File: src/core/asf_pkg.sv
package asf_pkg;

    // ------------------------------------------------------------
    // register offsets on the primary serial interface
    // ------------------------------------------------------------
    localparam logic [7:0] ASF_OFS_ANGLE = 8'h20;
    localparam logic [7:0] ASF_OFS_STATUS = 8'h22;
    localparam logic [7:0] ASF_OFS_FAULT = 8'h24;
    localparam logic [7:0] ASF_OFS_CAUTION = 8'h26;
    localparam logic [7:0] ASF_OFS_TEMP = 8'h28;
    localparam logic [7:0] ASF_OFS_FIELD = 8'h2A;
    localparam logic [7:0] ASF_OFS_TURNS = 8'h2C;

    // ------------------------------------------------------------
    // shared field positions of the output words
    // ------------------------------------------------------------
    localparam int ASF_POS_PARITY = 12;
    localparam int ASF_POS_UV = 13;
    localparam int ASF_POS_EF = 14;
    localparam int ASF_POS_TSRC = 13;

    // ------------------------------------------------------------
    // status word positions
    // ------------------------------------------------------------
    localparam int ASF_STA_AOK = 0;
    localparam int ASF_STA_BOOT = 1;
    localparam int ASF_STA_XTEST = 2;
    localparam int ASF_STA_LTEST = 3;
    localparam int ASF_STA_BDONE = 4;
    localparam int ASF_STA_SDONE = 5;
    localparam int ASF_STA_LPBLK = 6;
    localparam int ASF_STA_DIR = 7;
    localparam int ASF_STA_DIE = 8;

    // ------------------------------------------------------------
    // fault latch positions
    // ------------------------------------------------------------
    localparam int ASF_FLT_RST = 0;
    localparam int ASF_FLT_FLOW = 1;
    localparam int ASF_FLT_UVA = 2;
    localparam int ASF_FLT_UVD = 3;
    localparam int ASF_FLT_OSC = 4;
    localparam int ASF_FLT_ECCU = 5;
    localparam int ASF_FLT_ZCT = 6;
    localparam int ASF_FLT_LOCK = 7;
    localparam int ASF_FLT_QUAD = 8;
    localparam int ASF_FLT_AVG = 9;
    localparam int ASF_FLT_STF = 10;
    localparam int ASF_FLT_WAR = 11;

    // ------------------------------------------------------------
    // caution latch positions
    // ------------------------------------------------------------
    localparam int ASF_CAU_TOV = 0;
    localparam int ASF_CAU_FHI = 1;
    localparam int ASF_CAU_BSY = 2;
    localparam int ASF_CAU_TDW = 3;
    localparam int ASF_CAU_SAT = 4;
    localparam int ASF_CAU_ECCC = 5;
    localparam int ASF_CAU_TR = 6;
    localparam int ASF_CAU_XEE = 7;
    localparam int ASF_CAU_SLEW = 8;
    localparam int ASF_CAU_CRC = 10;
    localparam int ASF_CAU_IER = 11;

    // ------------------------------------------------------------
    // reset values and limits
    // ------------------------------------------------------------
    localparam logic [15:0] ASF_FAULT_RESET = 16'h0001;
    localparam logic [15:0] ASF_CAUTION_RESET = 16'h0000;
    localparam logic [15:0] ASF_ZERO_WORD = 16'h0000;
    // latched bits only; fault bit 11 is live
    localparam logic [15:0] ASF_FAULT_LATCH_MASK = 16'h07FF;
    localparam logic [15:0] ASF_CAUTION_LATCH_MASK = 16'h0DFF;
    // temperature in eighths relative to 25 C: -60 C and 180 C
    localparam logic signed [15:0] ASF_TEMP_MIN = -16'sd680;
    localparam logic signed [15:0] ASF_TEMP_MAX = 16'sd1240;
    // full rotations allowed in either direction
    localparam logic signed [15:0] ASF_TURN_LIMIT = 16'sd256;
    // 135 degrees in 4096-per-turn angle units
    localparam logic signed [15:0] ASF_DELTA_LIMIT = 16'sd1536;

    // ------------------------------------------------------------
    // condition carriers
    // ------------------------------------------------------------
    typedef struct packed {
        logic angle_valid;
        logic boot_active;
        logic transducer_test_running;
        logic logic_selftest_running;
        logic nvm_loaded;
        logic selftests_done;
        logic special_trigger;
        logic special_done;
        logic low_power_blocked;
        logic direction_falling;
        logic [1:0] die_index;
    } asf_status_cond_type;

    typedef struct packed {
        logic hard_reset;
        logic analog_undervolt;
        logic digital_undervolt;
        logic osc_watchdog_trip;
        logic ecc_uncorrectable;
        logic ecc_corrected;
        logic zero_cross_timeout;
        logic lock_lost;
        logic quadrature_fault;
        logic averaging_fault;
        logic selftest_fail;
        logic access_collision;
        logic saturation;
        logic command_exec_fail;
        logic slew_limit;
    } asf_event_cond_type;

    typedef struct packed {
        logic crc_error;
        logic bit_count_error;
        logic input_bit15;
    } asf_packet_cond_type;

    typedef struct packed {
        logic analog_uv_mask;
        logic digital_uv_mask;
        logic [15:0] fault_mask;
        logic [15:0] caution_mask;
    } asf_flag_mask_type;

endpackage

File: src/core/asf_flags.sv
`timescale 1ns/1ps
`default_nettype none

module asf_flags
    import asf_pkg::*;
#(
    parameter int TEMP_W = 16,
    parameter int ROT_W = 12
)
(
    input wire logic clk_sys,
    input wire logic reset,
    input wire asf_status_cond_type status_cond,
    input wire asf_event_cond_type event_cond,
    input wire asf_packet_cond_type packet_cond,
    input wire asf_flag_mask_type flag_mask,
    input wire logic [11:0] angle_value,
    input wire logic signed [TEMP_W-1:0] temp_raw,
    input wire logic [11:0] field_gauss,
    input wire logic [11:0] mag_thres_lo,
    input wire logic [11:0] mag_thres_hi,
    input wire logic signed [11:0] turn_count,
    input wire logic signed [ROT_W-1:0] turn_rotations,
    input wire logic signed [15:0] turn_delta,
    input wire logic turn_source_pll,
    input wire logic rd_stb,
    input wire logic [7:0] rd_addr,
    input wire logic clr_fault,
    input wire logic clr_caution,
    input wire logic clr_status,
    output logic [15:0] rd_data_r,
    output logic rd_valid_r,
    output logic packet_discard_r,
    output logic undervoltage_flag_r,
    output logic summary_fault_flag_r
);

    // ------------------------------------------------------------
    // elaboration checks
    // ------------------------------------------------------------
    if (TEMP_W < 12 || TEMP_W > 16)
    begin : g_bad_temp_w
        $error("asf_flags: TEMP_W must be 12 to 16");
    end
    if (ROT_W < 10 || ROT_W > 16)
    begin : g_bad_rot_w
        $error("asf_flags: ROT_W must be 10 to 16");
    end

    // ------------------------------------------------------------
    // state
    // ------------------------------------------------------------
    logic [15:0] fault_r;
    logic [15:0] fault_nxt;
    logic [15:0] fault_seen_r;
    logic [15:0] caution_r;
    logic [15:0] caution_nxt;
    logic [15:0] caution_seen_r;
    logic boot_done_r;
    logic special_done_r;
    logic signed [11:0] temp_r;
    logic [15:0] fault_set;
    logic [15:0] caution_set;
    logic [15:0] fault_word;
    logic [15:0] angle_word;
    logic [15:0] status_word;
    logic [15:0] turns_word;
    logic [15:0] rd_word;
    logic uv_live;
    logic ef_live;
    logic caution_live;
    logic signed [15:0] temp_ext;
    logic signed [15:0] rot_ext;
    logic signed [15:0] delta_abs;
    logic temp_low;
    logic temp_high;

    // word with bit 12 chosen for odd parity over 16 bits
    function automatic logic [15:0] asf_odd_word(input logic [15:0] w);
        logic [15:0] t;
        t = w;
        t[ASF_POS_PARITY] = 1'b0;
        t[ASF_POS_PARITY] = ~(^t);
        return t;
    endfunction

    // ------------------------------------------------------------
    // live summary terms
    // ------------------------------------------------------------
    // masked OR of both undervoltage detectors
    assign uv_live = (event_cond.analog_undervolt & ~flag_mask.analog_uv_mask)
        | (event_cond.digital_undervolt & ~flag_mask.digital_uv_mask);
    // any unmasked caution; its fault mask bit hides it in the fault word but not in the summary
    assign caution_live = |(caution_r & ~flag_mask.caution_mask);
    assign fault_word = {fault_r[15:ASF_FLT_WAR+1],
        caution_live & ~flag_mask.fault_mask[ASF_FLT_WAR],
        fault_r[ASF_FLT_WAR-1:0]};
    assign ef_live = (|(fault_word & ~flag_mask.fault_mask))
        | caution_live;

    // ------------------------------------------------------------
    // range comparisons
    // ------------------------------------------------------------
    assign temp_ext = 16'(temp_raw);
    assign rot_ext = 16'(turn_rotations);
    assign delta_abs = turn_delta[15] ? -turn_delta : turn_delta;
    assign temp_low = temp_ext < ASF_TEMP_MIN;
    assign temp_high = temp_ext > ASF_TEMP_MAX;

    // ------------------------------------------------------------
    // set terms of the fault latch
    // ------------------------------------------------------------
    // a level condition sets again every cycle it persists
    always_comb
    begin
        fault_set = ASF_ZERO_WORD;
        fault_set[ASF_FLT_RST] = event_cond.hard_reset;
        fault_set[ASF_FLT_FLOW] = field_gauss < mag_thres_lo;
        fault_set[ASF_FLT_UVA] = event_cond.analog_undervolt;
        fault_set[ASF_FLT_UVD] = event_cond.digital_undervolt;
        fault_set[ASF_FLT_OSC] = event_cond.osc_watchdog_trip;
        fault_set[ASF_FLT_ECCU] = event_cond.ecc_uncorrectable;
        fault_set[ASF_FLT_ZCT] = event_cond.zero_cross_timeout;
        fault_set[ASF_FLT_LOCK] = event_cond.lock_lost;
        fault_set[ASF_FLT_QUAD] = event_cond.quadrature_fault;
        fault_set[ASF_FLT_AVG] = event_cond.averaging_fault;
        fault_set[ASF_FLT_STF] = event_cond.selftest_fail;
    end

    // ------------------------------------------------------------
    // set terms of the caution latch
    // ------------------------------------------------------------
    always_comb
    begin
        caution_set = ASF_ZERO_WORD;
        caution_set[ASF_CAU_TOV] = (rot_ext > ASF_TURN_LIMIT)
            | (rot_ext < -ASF_TURN_LIMIT);
        caution_set[ASF_CAU_FHI] = field_gauss > mag_thres_hi;
        caution_set[ASF_CAU_BSY] = event_cond.access_collision;
        caution_set[ASF_CAU_TDW] = delta_abs > ASF_DELTA_LIMIT;
        caution_set[ASF_CAU_SAT] = event_cond.saturation;
        caution_set[ASF_CAU_ECCC] = event_cond.ecc_corrected;
        caution_set[ASF_CAU_TR] = temp_low | temp_high;
        caution_set[ASF_CAU_XEE] = event_cond.command_exec_fail;
        caution_set[ASF_CAU_SLEW] = event_cond.slew_limit;
        caution_set[ASF_CAU_CRC] = packet_cond.crc_error;
        caution_set[ASF_CAU_IER] = packet_cond.bit_count_error
            | packet_cond.input_bit15;
    end

    // ------------------------------------------------------------
    // next values: clear only the bits seen, then set wins
    // ------------------------------------------------------------
    always_comb
    begin
        fault_nxt = fault_r;
        if (clr_fault)
        begin
            fault_nxt = fault_r & ~fault_seen_r;
        end
        fault_nxt = (fault_nxt | fault_set) & ASF_FAULT_LATCH_MASK;
    end

    always_comb
    begin
        caution_nxt = caution_r;
        if (clr_caution)
        begin
            caution_nxt = caution_r & ~caution_seen_r;
        end
        caution_nxt = (caution_nxt | caution_set)
            & ASF_CAUTION_LATCH_MASK;
    end

    // ------------------------------------------------------------
    // sticky fault latch; reset itself marks the reset flag
    // ------------------------------------------------------------
    // logic self-test is not an input here, so it cannot set it
    always_ff @(posedge clk_sys)
    begin
        if (reset)
        begin
            fault_r <= ASF_FAULT_RESET;
        end
        else
        begin
            fault_r <= fault_nxt;
        end
    end

    // ------------------------------------------------------------
    // sticky caution latch
    // ------------------------------------------------------------
    always_ff @(posedge clk_sys)
    begin
        if (reset)
        begin
            caution_r <= ASF_CAUTION_RESET;
        end
        else
        begin
            caution_r <= caution_nxt;
        end
    end

    // ------------------------------------------------------------
    // record of bits the host has read
    // ------------------------------------------------------------
    // a clear consumes the record; a read in the same cycle refills it
    always_ff @(posedge clk_sys)
    begin
        if (reset)
        begin
            fault_seen_r <= ASF_ZERO_WORD;
            caution_seen_r <= ASF_ZERO_WORD;
        end
        else
        begin
            if (rd_stb && rd_addr == ASF_OFS_FAULT)
            begin
                fault_seen_r <= fault_r;
            end
            else if (clr_fault)
            begin
                fault_seen_r <= ASF_ZERO_WORD;
            end
            if (rd_stb && rd_addr == ASF_OFS_CAUTION)
            begin
                caution_seen_r <= caution_r;
            end
            else if (clr_caution)
            begin
                caution_seen_r <= ASF_ZERO_WORD;
            end
        end
    end

    // ------------------------------------------------------------
    // boot and special action completion
    // ------------------------------------------------------------
    // completion wins over a status clear in the same cycle
    always_ff @(posedge clk_sys)
    begin
        if (reset)
        begin
            boot_done_r <= 1'b0;
            special_done_r <= 1'b0;
        end
        else
        begin
            if (status_cond.nvm_loaded && status_cond.selftests_done)
            begin
                boot_done_r <= 1'b1;
            end
            else if (clr_status)
            begin
                boot_done_r <= 1'b0;
            end
            if (status_cond.special_done)
            begin
                special_done_r <= 1'b1;
            end
            else if (status_cond.special_trigger || clr_status)
            begin
                special_done_r <= 1'b0;
            end
        end
    end

    // ------------------------------------------------------------
    // clamped temperature
    // ------------------------------------------------------------
    always_ff @(posedge clk_sys)
    begin
        if (reset)
        begin
            temp_r <= 12'sh000;
        end
        else if (temp_low)
        begin
            temp_r <= ASF_TEMP_MIN[11:0];
        end
        else if (temp_high)
        begin
            temp_r <= ASF_TEMP_MAX[11:0];
        end
        else
        begin
            temp_r <= temp_ext[11:0];
        end
    end

    // ------------------------------------------------------------
    // output word assembly
    // ------------------------------------------------------------
    always_comb
    begin
        angle_word = {4'h0, angle_value};
        angle_word[ASF_POS_UV] = uv_live;
        angle_word[ASF_POS_EF] = ef_live;
        angle_word = asf_odd_word(angle_word);
        status_word = ASF_ZERO_WORD;
        status_word[ASF_STA_AOK] = status_cond.angle_valid;
        status_word[ASF_STA_BOOT] = status_cond.boot_active;
        status_word[ASF_STA_XTEST] = status_cond.transducer_test_running;
        status_word[ASF_STA_LTEST] = status_cond.logic_selftest_running;
        status_word[ASF_STA_BDONE] = boot_done_r;
        status_word[ASF_STA_SDONE] = special_done_r;
        status_word[ASF_STA_LPBLK] = status_cond.low_power_blocked;
        status_word[ASF_STA_DIR] = status_cond.direction_falling;
        status_word[ASF_STA_DIE+:2] = status_cond.die_index;
        turns_word = {4'h0, turn_count};
        turns_word[ASF_POS_TSRC] = turn_source_pll;
        turns_word = asf_odd_word(turns_word);
    end

    // ------------------------------------------------------------
    // read multiplexer; unknown offsets read as zero
    // ------------------------------------------------------------
    always_comb
    begin
        unique case (rd_addr)
            ASF_OFS_ANGLE: rd_word = angle_word;
            ASF_OFS_STATUS: rd_word = status_word;
            ASF_OFS_FAULT: rd_word = fault_word;
            ASF_OFS_CAUTION: rd_word = caution_r;
            ASF_OFS_TEMP: rd_word = {4'h0, temp_r};
            ASF_OFS_FIELD: rd_word = {4'h0, field_gauss};
            ASF_OFS_TURNS: rd_word = turns_word;
            default: rd_word = ASF_ZERO_WORD;
        endcase
    end

    // ------------------------------------------------------------
    // registered read answer, one cycle after the strobe
    // ------------------------------------------------------------
    always_ff @(posedge clk_sys)
    begin
        if (reset)
        begin
            rd_data_r <= ASF_ZERO_WORD;
            rd_valid_r <= 1'b0;
        end
        else
        begin
            rd_valid_r <= rd_stb;
            if (rd_stb)
            begin
                rd_data_r <= rd_word;
            end
        end
    end

    // ------------------------------------------------------------
    // packet discard and live summary outputs
    // ------------------------------------------------------------
    // the serial front end must drop the packet on this pulse
    always_ff @(posedge clk_sys)
    begin
        if (reset)
        begin
            packet_discard_r <= 1'b0;
            undervoltage_flag_r <= 1'b0;
            summary_fault_flag_r <= 1'b0;
        end
        else
        begin
            packet_discard_r <= packet_cond.crc_error
                | packet_cond.bit_count_error
                | packet_cond.input_bit15;
            undervoltage_flag_r <= uv_live;
            summary_fault_flag_r <= ef_live;
        end
    end

endmodule

`default_nettype wire

File: config.mk
export PLATFORM = sky130hd
export DESIGN_NAME = asf_flags
export DESIGN_NICKNAME = d
export VERILOG_FILES = /design/src/core/asf_pkg.sv /design/src/core/asf_flags.sv
export SDC_FILE = /design/constraint.sdc
export NUM_CORES = 1
export LEC_CHECK = 0
export ABC_AREA = 1
export BUFFER_PORTS_ARGS = -buffer_cell sky130_fd_sc_hd__clkbuf_2
export CORE_ASPECT_RATIO = 1.25
export CORE_MARGIN = 2
export CORE_UTILIZATION = 53
export CTS_BUF_LIST = sky130_fd_sc_hd__clkbuf_16
export CTS_CLUSTER_DIAMETER = 80
export DETAILED_ROUTE_END_ITERATION = 8
export PLACE_DENSITY = 0.89
export SETUP_SLACK_MARGIN = 0.05
export SLEW_MARGIN = 30
export SYNTH_ARGS = -nofsm -noshare
export SYNTH_HDL_FRONTEND = slang
export SYNTH_SLANG_ARGS = --single-unit
export TNS_END_PERCENT = 10
File: constraint.sdc
create_clock -name clk_sys -period 3.3 [get_ports clk_sys]
set_clock_uncertainty 0.15 [all_clocks]
set_input_delay 0.165 -clock clk_sys [delete_from_list [all_inputs] [get_ports clk_sys]]
set_output_delay 0.165 -clock clk_sys [all_outputs]
set_load 0.005 [all_outputs]
After elaboration in Yosys (flattened, before gate mapping):

Cells that the tools add are included.

* flip-flop bits (word level): 79
* input port bits: 183
* output and inout bits: 20
* logic and storage cells: 82

* $add $sub $neg: 1
* order comparisons: 7
* eq/ne operators: 7
* multiplexer cells: 14
* bitwise operators: 25
* reduce and logical (&&, ||, !) cells: 14

Operators with widths (count)
* $pmux W15 S7: 1
* $mux W12: 5
* $eq A8 B6 Y1 const B: 7
* $mux W11: 3
* $and A12 B16 Y16: 2
* $gt A16 B12 Y1 const B: 2
* $not A16 Y16: 2
* $reduce_or A16 Y1: 2
* $reduce_xor A16 Y1: 2
* $lt A16 B11 Y1 const B: 1
* $mux W16: 1
* $neg A16 Y16: 1
* $and A12 B12 Y12: 1
* $gt A12 B10 Y1 const B: 1
* $gt A12 B12 Y1: 1
* $lt A12 B12 Y1: 1
* $lt A12 B9 Y1 const B: 1
* $not A12 Y12: 1
* $or A12 B12 Y12: 1
* $and A11 B11 Y11: 1
* $not A11 Y11: 1
* $or A11 B11 Y11: 1
* $reduce_bool A2 Y1: 4
* $or A1 B1 Y1: 7
* 7 further kinds: 18

Depth between registers and ports, before layout:

Gate-level depths: netlist (run 1).

* depth in word-level cells: 10
* mapped depth: 15

Worst setup path before layout (run 1):

Ideal clock, no wire load.

* path type: input -> register
* start: input rd_stb
* end: register fault_seen_r[4]
* arrival time: 1.188 ns
* data required time: 3.079 ns
* slack: 1.890 ns
* cell stages on the path: 6
* buffers on the path: 2
* path through: clkbuf_1 -> clkinv_1 -> nor2_1 -> clkbuf_1 -> nand2_1 -> a21oi_1

* longest elaborated chain between the ends: 2

Ends and longest elaborated chain
* start: declaration: RTL line asf_flags.sv:26 `input wire logic rd_stb,`
* $logic_and A1 B1 Y1 (*): RTL line asf_flags.sv:219 `if (rd_stb && rd_addr == ASF_OFS_FAULT)`
* $mux W11 / $reduce_bool A2 Y1 (equally long branches)
* end signal: assignment: RTL line asf_flags.sv:221 `fault_seen_r <= fault_r;`
* end: declaration: RTL line asf_flags.sv:55 `logic [15:0] fault_seen_r;`

Every way passes the cells marked *; elsewhere a longest branch is shown, timed or not.
A chain may end at the register's enable or synchronous reset.

Worst setup path after layout (run 1):

* start: input rd_addr[5]
* end: register fault_seen_r[0]

* longest elaborated chain between the ends: 3

Ends and longest elaborated chain
* start: declaration: RTL line asf_flags.sv:27 `input wire logic [7:0] rd_addr,`
* $eq A8 B6 Y1 (*): RTL line asf_flags.sv:219
* $logic_and A1 B1 Y1 (*): RTL line asf_flags.sv:219
* $mux W11 / $reduce_bool A2 Y1 (equally long branches)

Marked as above.

==> results.toml, run 1 <==
[global_routing]
antenna_found_initial = 0
grt_pass1_vias = 5624
grt_max_degree = 35
grtUsageTotal_pct = 31.87
grt_pass1_wl_um = 24780
grt_overflow_total = 0

[setup_path]
end_kind = "flip-flop"
rr_startpoint = "caution_r[7]"
crit_fanout = 13
crit_start = "rd_addr[5]"
crit_required_ns = 3.40
critical_path_arrival_ns = 1.96
cp-start-kind = "input port"
critPathKind = "input port to flip-flop"

[power]
p_leak_nw = 3.311
p_sw_mw = 0.6770
clkPwrFrac_pct = 39.0
intPower_mw = 1.681
power_frac_seq_pct = 41.8
peakVddDrop_v = 0.0002539
power_density_nw_per_um2 = 363.3
pwr-share-comb_pct = 19.2
p_sw_share_pct = 28.72

[yosys]
synth.avg_cell_area_um2 = 6.536
synthFlopType = "dfxtp_1"
ys_ff_latch = 77
ys_seq_area_share_pct = 32.00
synth_edf_count = 0
synthesis.area_um2 = 4817
syn_inst = 737
ys_types = 44
yosys_warnings = 0
synthesis.nets = 943
ys_async_sr_fraction_pct = 0

[timing]
setup_tns_ns = 0
worst_pin_slew_ns = 0.7084
relSlewSlack_pct = 52.60
hold_viol = 1
setup_viol = 0
rsz0062_at_grt = "no"
fin_ws_ns = 1.447
period_needed_ns = 1.853
clock.fmax_ghz = 0.5396
drv_slew = 0
timing.hold.ws_ns = -0.002538
fin_crit_sh_pct = 56.16

[clocking]
h-tree-depth = 3
clkTransAtPathRegs_ns = 0.06
cts_tree = "built"
numCtsBuffers = 9
ctsResizeCount = 0
cts.sinks = 77
cts_root_buf = "clkbuf_16"
clockBufferDepth = 2
cts_setup_buffers = 0
clkLatencyLatePin_ns = 0.34

[final_layout]
fin_nets = 1164
layout_common_cells = "nand2_1 (196), clkbuf_2 (192), inv_1 (117)"
layout.cells.non_filler = 1083
syn2layout_area_growth_pct = 34.73
diodes = 0
final_common_cell = "nand2_1"
layout-drive-gt1-share_pct = 24.51

[min_path]
min_from = "temp_raw[8]"
hold_path.class = "input port to flip-flop"

[route]
drtIter0Drc = 430
vias = 5688
antenna_left = 0
post_drt_wl_per_cell_um = 14.35
routed_wl_um = 15550
drt_first_pass_iters = 5
vias_per_cell = 5.252
drc = 0

[place]
gp_congestion = 0.9291
portBuffers = 192
place_inst = 1030
dpl.hpwl_um = 11630
pre_cts_slack_ns = 1.209

[floorplanning]
die_area_um2 = 9872
io_pins = 203
start_util_pct = 55.06
fp.dieH_um = 110.6
rows = 38
core_area_um2 = 8748
die_w_um = 89.27

[status]
outcome = "complete, but fails checks"
violations = "hold timing"

[run]
max-cap-violations = 0
-- layout make-up --
class	count	area, um2
multi-input combinational	513	2695
clock inverter	7	51.30
timing repair buffer	233	1361
sequential	77	1541
fill	681	2258
inverter	124	465.4
tap	120	150.1
clock buffer	9	225.2
-- cells in the mapped netlist, drive strengths merged, types with 3 or more instances --
master,n,share of area (%)
inv,123,9.6
o2111ai,3,0.81
o31ai,3,0.47
nand3,27,2.9
dfxtp,77,32
clkbuf,12,0.93
o22ai,5,0.65
nor3,8,1.1
nor2,67,5.2
nand4,23,3.3
ha,23,6.0
buf,11,1.5
a31oi,3,0.39
o211ai,3,0.47
o21ai,33,3.9
a21oi,75,8.2
xnor2,12,2.2
nand2,198,16
xor2,10,1.8
nor4,6,0.91
-- worst max-delay path, stage by stage --
cell and delay [ns]:
clkbuf_2 0.08, inv_1 0.04, nor2_1 0.03, nand2_1 0.18
inv_2 0.18, nand2_1 0.22, nor2_1 0.08, buf_4 0.19
or2_1 0.21, inv_1 0.30, nand2_1 0.10, a21oi_1 0.17
-- per-stage QoR --
stage	util [%]	cell area (um2)	total power [mW]
final	74.18	6490	2.358
after global routing	74.18	6490	2.470
after CTS	74.18	6490	2.344
after global placement	66.79	5843	1.402
after detailed placement	66.79	5843	1.412
after floorplan	-	4817	1.226
-- routing by layer --
metal / wire length (um) / GRT usage, % / vias to the layer above / share of wire (%)
met3: 1328 / 7.250 / 60 / 8.5
met5: 0 / 0 / - / 0
li1: - / - / 2812 / -
met1: 5643 / 35.14 / 2530 / 36
met2: 7690 / 54.42 / 286 / 49
met4: 883 / 17.81 / 0 / 5.7
-- cells by family (layout without fill, tap and decap cells) --
family	after synthesis	count (layout)	share of synthesized area, %
AND/OR/NAND/NOR	332	332	29.35
XOR/XNOR	22	22	4.000
buffers and inverters	147	373	12.05
adder cells (fa/ha/maj)	23	23	5.974
other	1	1	0.07785
AO/OA/AOI/OAI	135	135	16.55
flip-flops	77	77	32.00
-- power by group through the flow --
stage	Clock (mW)	Sequential [mW]	Combinational [mW]
finish	0.919	0.985	0.454
detailed placement	0	1.00	0.408
global route	0.966	0.988	0.516
CTS	0.914	0.984	0.447
floorplan	0	0.997	0.229
global placement	0	1.00	0.398
-- state kept, by name (all words and copies together), names as in the netlist --
name,cells
temp_r,12
rd_data_r,15
fault_r,11
summary_fault_flag_r,1
caution_seen_r,11
caution_r,11
undervoltage_flag_r,1
special_done_r,1
rd_valid_r,1
packet_discard_r,1
fault_seen_r,11
boot_done_r,1
-- final timing paths --
path | to | slack [ns] | depth (start not counted)
min reg2reg | fault_seen_r[8] | 0.31 | 2
min | temp_r[8] | -0.003 | 3
max reg2reg | rd_data_r[12] | 1.56 | 13
max | fault_seen_r[0] | 1.45 | 12
-- what timing repair did --
action / CTS / global route
hold endpoints to repair: 34 / 0
hold buffers: 37 / 0
setup endpoints to repair: 0 / 0
Note: power is estimated with default switching activity, not from simulation.
==> inputs of run 2 (changes only) <==
--- a/config.mk
+++ b/config.mk
@@ -9,11 +9,11 @@
 export BUFFER_PORTS_ARGS = -buffer_cell sky130_fd_sc_hd__clkbuf_2
 export CORE_ASPECT_RATIO = 1.25
 export CORE_MARGIN = 2
-export CORE_UTILIZATION = 53
+export CORE_UTILIZATION = 44
 export CTS_BUF_LIST = sky130_fd_sc_hd__clkbuf_16
 export CTS_CLUSTER_DIAMETER = 80
 export DETAILED_ROUTE_END_ITERATION = 8
-export PLACE_DENSITY = 0.89
+export PLACE_DENSITY = 0.79
 export SETUP_SLACK_MARGIN = 0.05
 export SLEW_MARGIN = 30
 export SYNTH_ARGS = -nofsm -noshare
==> constraint.sdc (replaced) <==
create_clock -name clk_sys -period 1.7 [get_ports clk_sys]
set_clock_uncertainty 0.15 [all_clocks]
set_input_delay 0.085 -clock clk_sys [delete_from_list [all_inputs] [get_ports clk_sys]]
set_output_delay 0.085 -clock clk_sys [all_outputs]
set_load 0.005 [all_outputs]
==> run 2 against run 1 <==
Net effect:
- register-to-register slack lost 1.5 ns
- cell count grew 4.5%
- the flow finishes with violations (DRC, hold timing)
- clock-buffer cell count stayed put
==> results.toml, run 2 (synthesis gave the netlist of run 1 again) <==
[final_layout]
layout_common_cells = "nand2_1 (194), clkbuf_2 (192), inv_1 (114)"
multi_input_area_um2 = 2768
utilization_pct = 64.93
fin_nets = 1201
regArea_um2 = 1551
fin_area_um2 = 6893
largest_reg_flops = 15
final_common_cell = "nand2_1"
diodes = 0
syn2layout_area_growth_pct = 43.09
largest_register = "rd_data_r"
layout.cells.non_filler = 1132
layout-drive-gt1-share_pct = 29.90
n_fill_cell = 927
top_regs = "rd_data_r (15), temp_r (12)"

[timing]
drv_slew = 0
hold_viol = 1
period_needed_ns = 1.603
setup_viol = 0
timing.hold.ws_ns = -0.005600
fin_crit_sh_pct = 94.31
clock.fmax_ghz = 0.6237
rsz0062_at_grt = "yes"

[power]
total_power_mw = 4.623
intPower_mw = 3.316
p_sw_share_pct = 28.27
p_sw_mw = 1.307
p_leak_nw = 3.506
clkPwrFrac_pct = 37.3
power_frac_seq_pct = 41.1
power_density_nw_per_um2 = 670.7
pwr-share-comb_pct = 21.5
peakVddDrop_v = 0.0004445

[route]
drt_first_pass_iters = 7
route.met2.wl_um = 7920
routed_wl_um = 16020
drc = 2
wl_met1_um = 6114
vias = 5721
topRoutingLayerUsed = "met4"
wl_met3_um = 1173
post_drt_wl_per_cell_um = 14.15
drtIter0Drc = 318
vias_per_cell = 5.054
antenna_left = 0

[status]
violations = "DRC, hold timing"
outcome = "complete, but fails checks"

[min_path]
min_from = "flag_mask[27]"
hold_path.class = "input port to flip-flop"
holdPathEnd = "rd_data_r[11]"
hold_depth = 4

[global_routing]
grtUsageTotal_pct = 25.99
grt_max_degree = 65
grt_overflow_total = 0
grt_pass1_vias = 5479
antenna_found_initial = 0
grt_pass1_wl_um = 24590

[setup_path]
crit_fanout = 2
reg2regPathDepth = 13
end_kind = "flip-flop"
regToRegSetupSlack_ns = 0.1
worst_r2r_endpoint = "rd_data_r[12]"
critPathKind = "flip-flop to flip-flop"
critical_path_arrival_ns = 1.73
crit_required_ns = 1.82
rr_startpoint = "fault_r[10]"
cp-start-kind = "flip-flop"

[clocking]
cts.sinks = 77
clockBufferDepth = 2
cts_tree = "built"
clkLatencyLatePin_ns = 0.34
h-tree-depth = 3
cts_root_buf = "clkbuf_16"
numCtsBuffers = 9
clkTransAtPathRegs_ns = 0.06

[place]
place_area_um2 = 6093
place_inst = 1070
portBuffers = 192
dpl.hpwl_um = 12190
gp_congestion = 0.9070

[floorplanning]
die_area_um2 = 11810
core_area_um2 = 10620
io_pins = 203
start_util_pct = 45.38
die_w_um = 97.59
fp.dieH_um = 121.0
rows = 42

[run]
max-cap-violations = 0
run 2: cell type report:
class                           count  area share, %
Multi-Input combinational cell    513          40.15
Timing Repair Buffer              270          24.32
Sequential cell                    77          22.51
Inverter                          124          6.753
Clock buffer                        9          3.267
Tap cell                          132          2.396
Clock inverter                      7         0.5990
run 2: timing repair:
item,in CTS,in global routing
endpoints found under the hold margin,35,0
endpoints found under the setup margin,0,12
hold buffers,42,0
setup buffers,0,4
gates resized for setup,0,39
run 2: power by group through the flow:
stage	Sequential, mW	Combinational, mW	Clock (mW)
final	1.90	0.995	1.73
after global routing	1.91	1.11	1.82
after CTS	1.90	0.942	1.74
after detailed placement	1.94	0.857	0
after global placement	1.94	0.840	0
after floorplan	1.93	0.444	0
run 2: how the worst max path moves through the flow:
stage / start / endpoint / slack, ns / cells past startpoint
CTS: event_cond[13] / rd_data_r[12] / 0.07 / 16
detailed placement: field_gauss[10] / caution_r[1] / -0.005 / 8
finish: fault_r[10] / rd_data_r[12] / 0.1 / 13
floorplan: caution_r[11] / rd_data_r[12] / 0.32 / 12
global placement: mag_thres_hi[11] / caution_r[1] / 0.02 / 9
global route: caution_r[10] / rd_data_r[12] / -0.04 / 13
run 2: worst max-delay path: stages, from the launching register on:
cell and delay, ns:
dfxtp_4 0.34, nand2_1 0.07, nand2_1 0.08, nor2_2 0.15, nand2_1 0.08, nor2_2 0.15
nand2_1 0.08, nand2_2 0.06, nand2_1 0.05, nand2_1 0.05, nand3_1 0.06, nand2_1 0.07
nand2_1 0.06, a21oi_2 0.11
run 2: per-layer routing:
metal  track usage, %  vias to the layer above
li1                 -                     2882
met2            45.91                      249
met1            29.48                     2538
met4            13.54                        0
met5                0                        -
met3            5.357                       52
run 2: stage by stage:
stage / worst slack, ns / setup TNS [ns]
finish: 0.09672 / 0
floorplan: 0.3245 / 0
detailed placement: -0.005073 / -0.005073
CTS: 0.06825 / 0
global route: -0.04289 / -0.04289
global placement: 0.02140 / 0
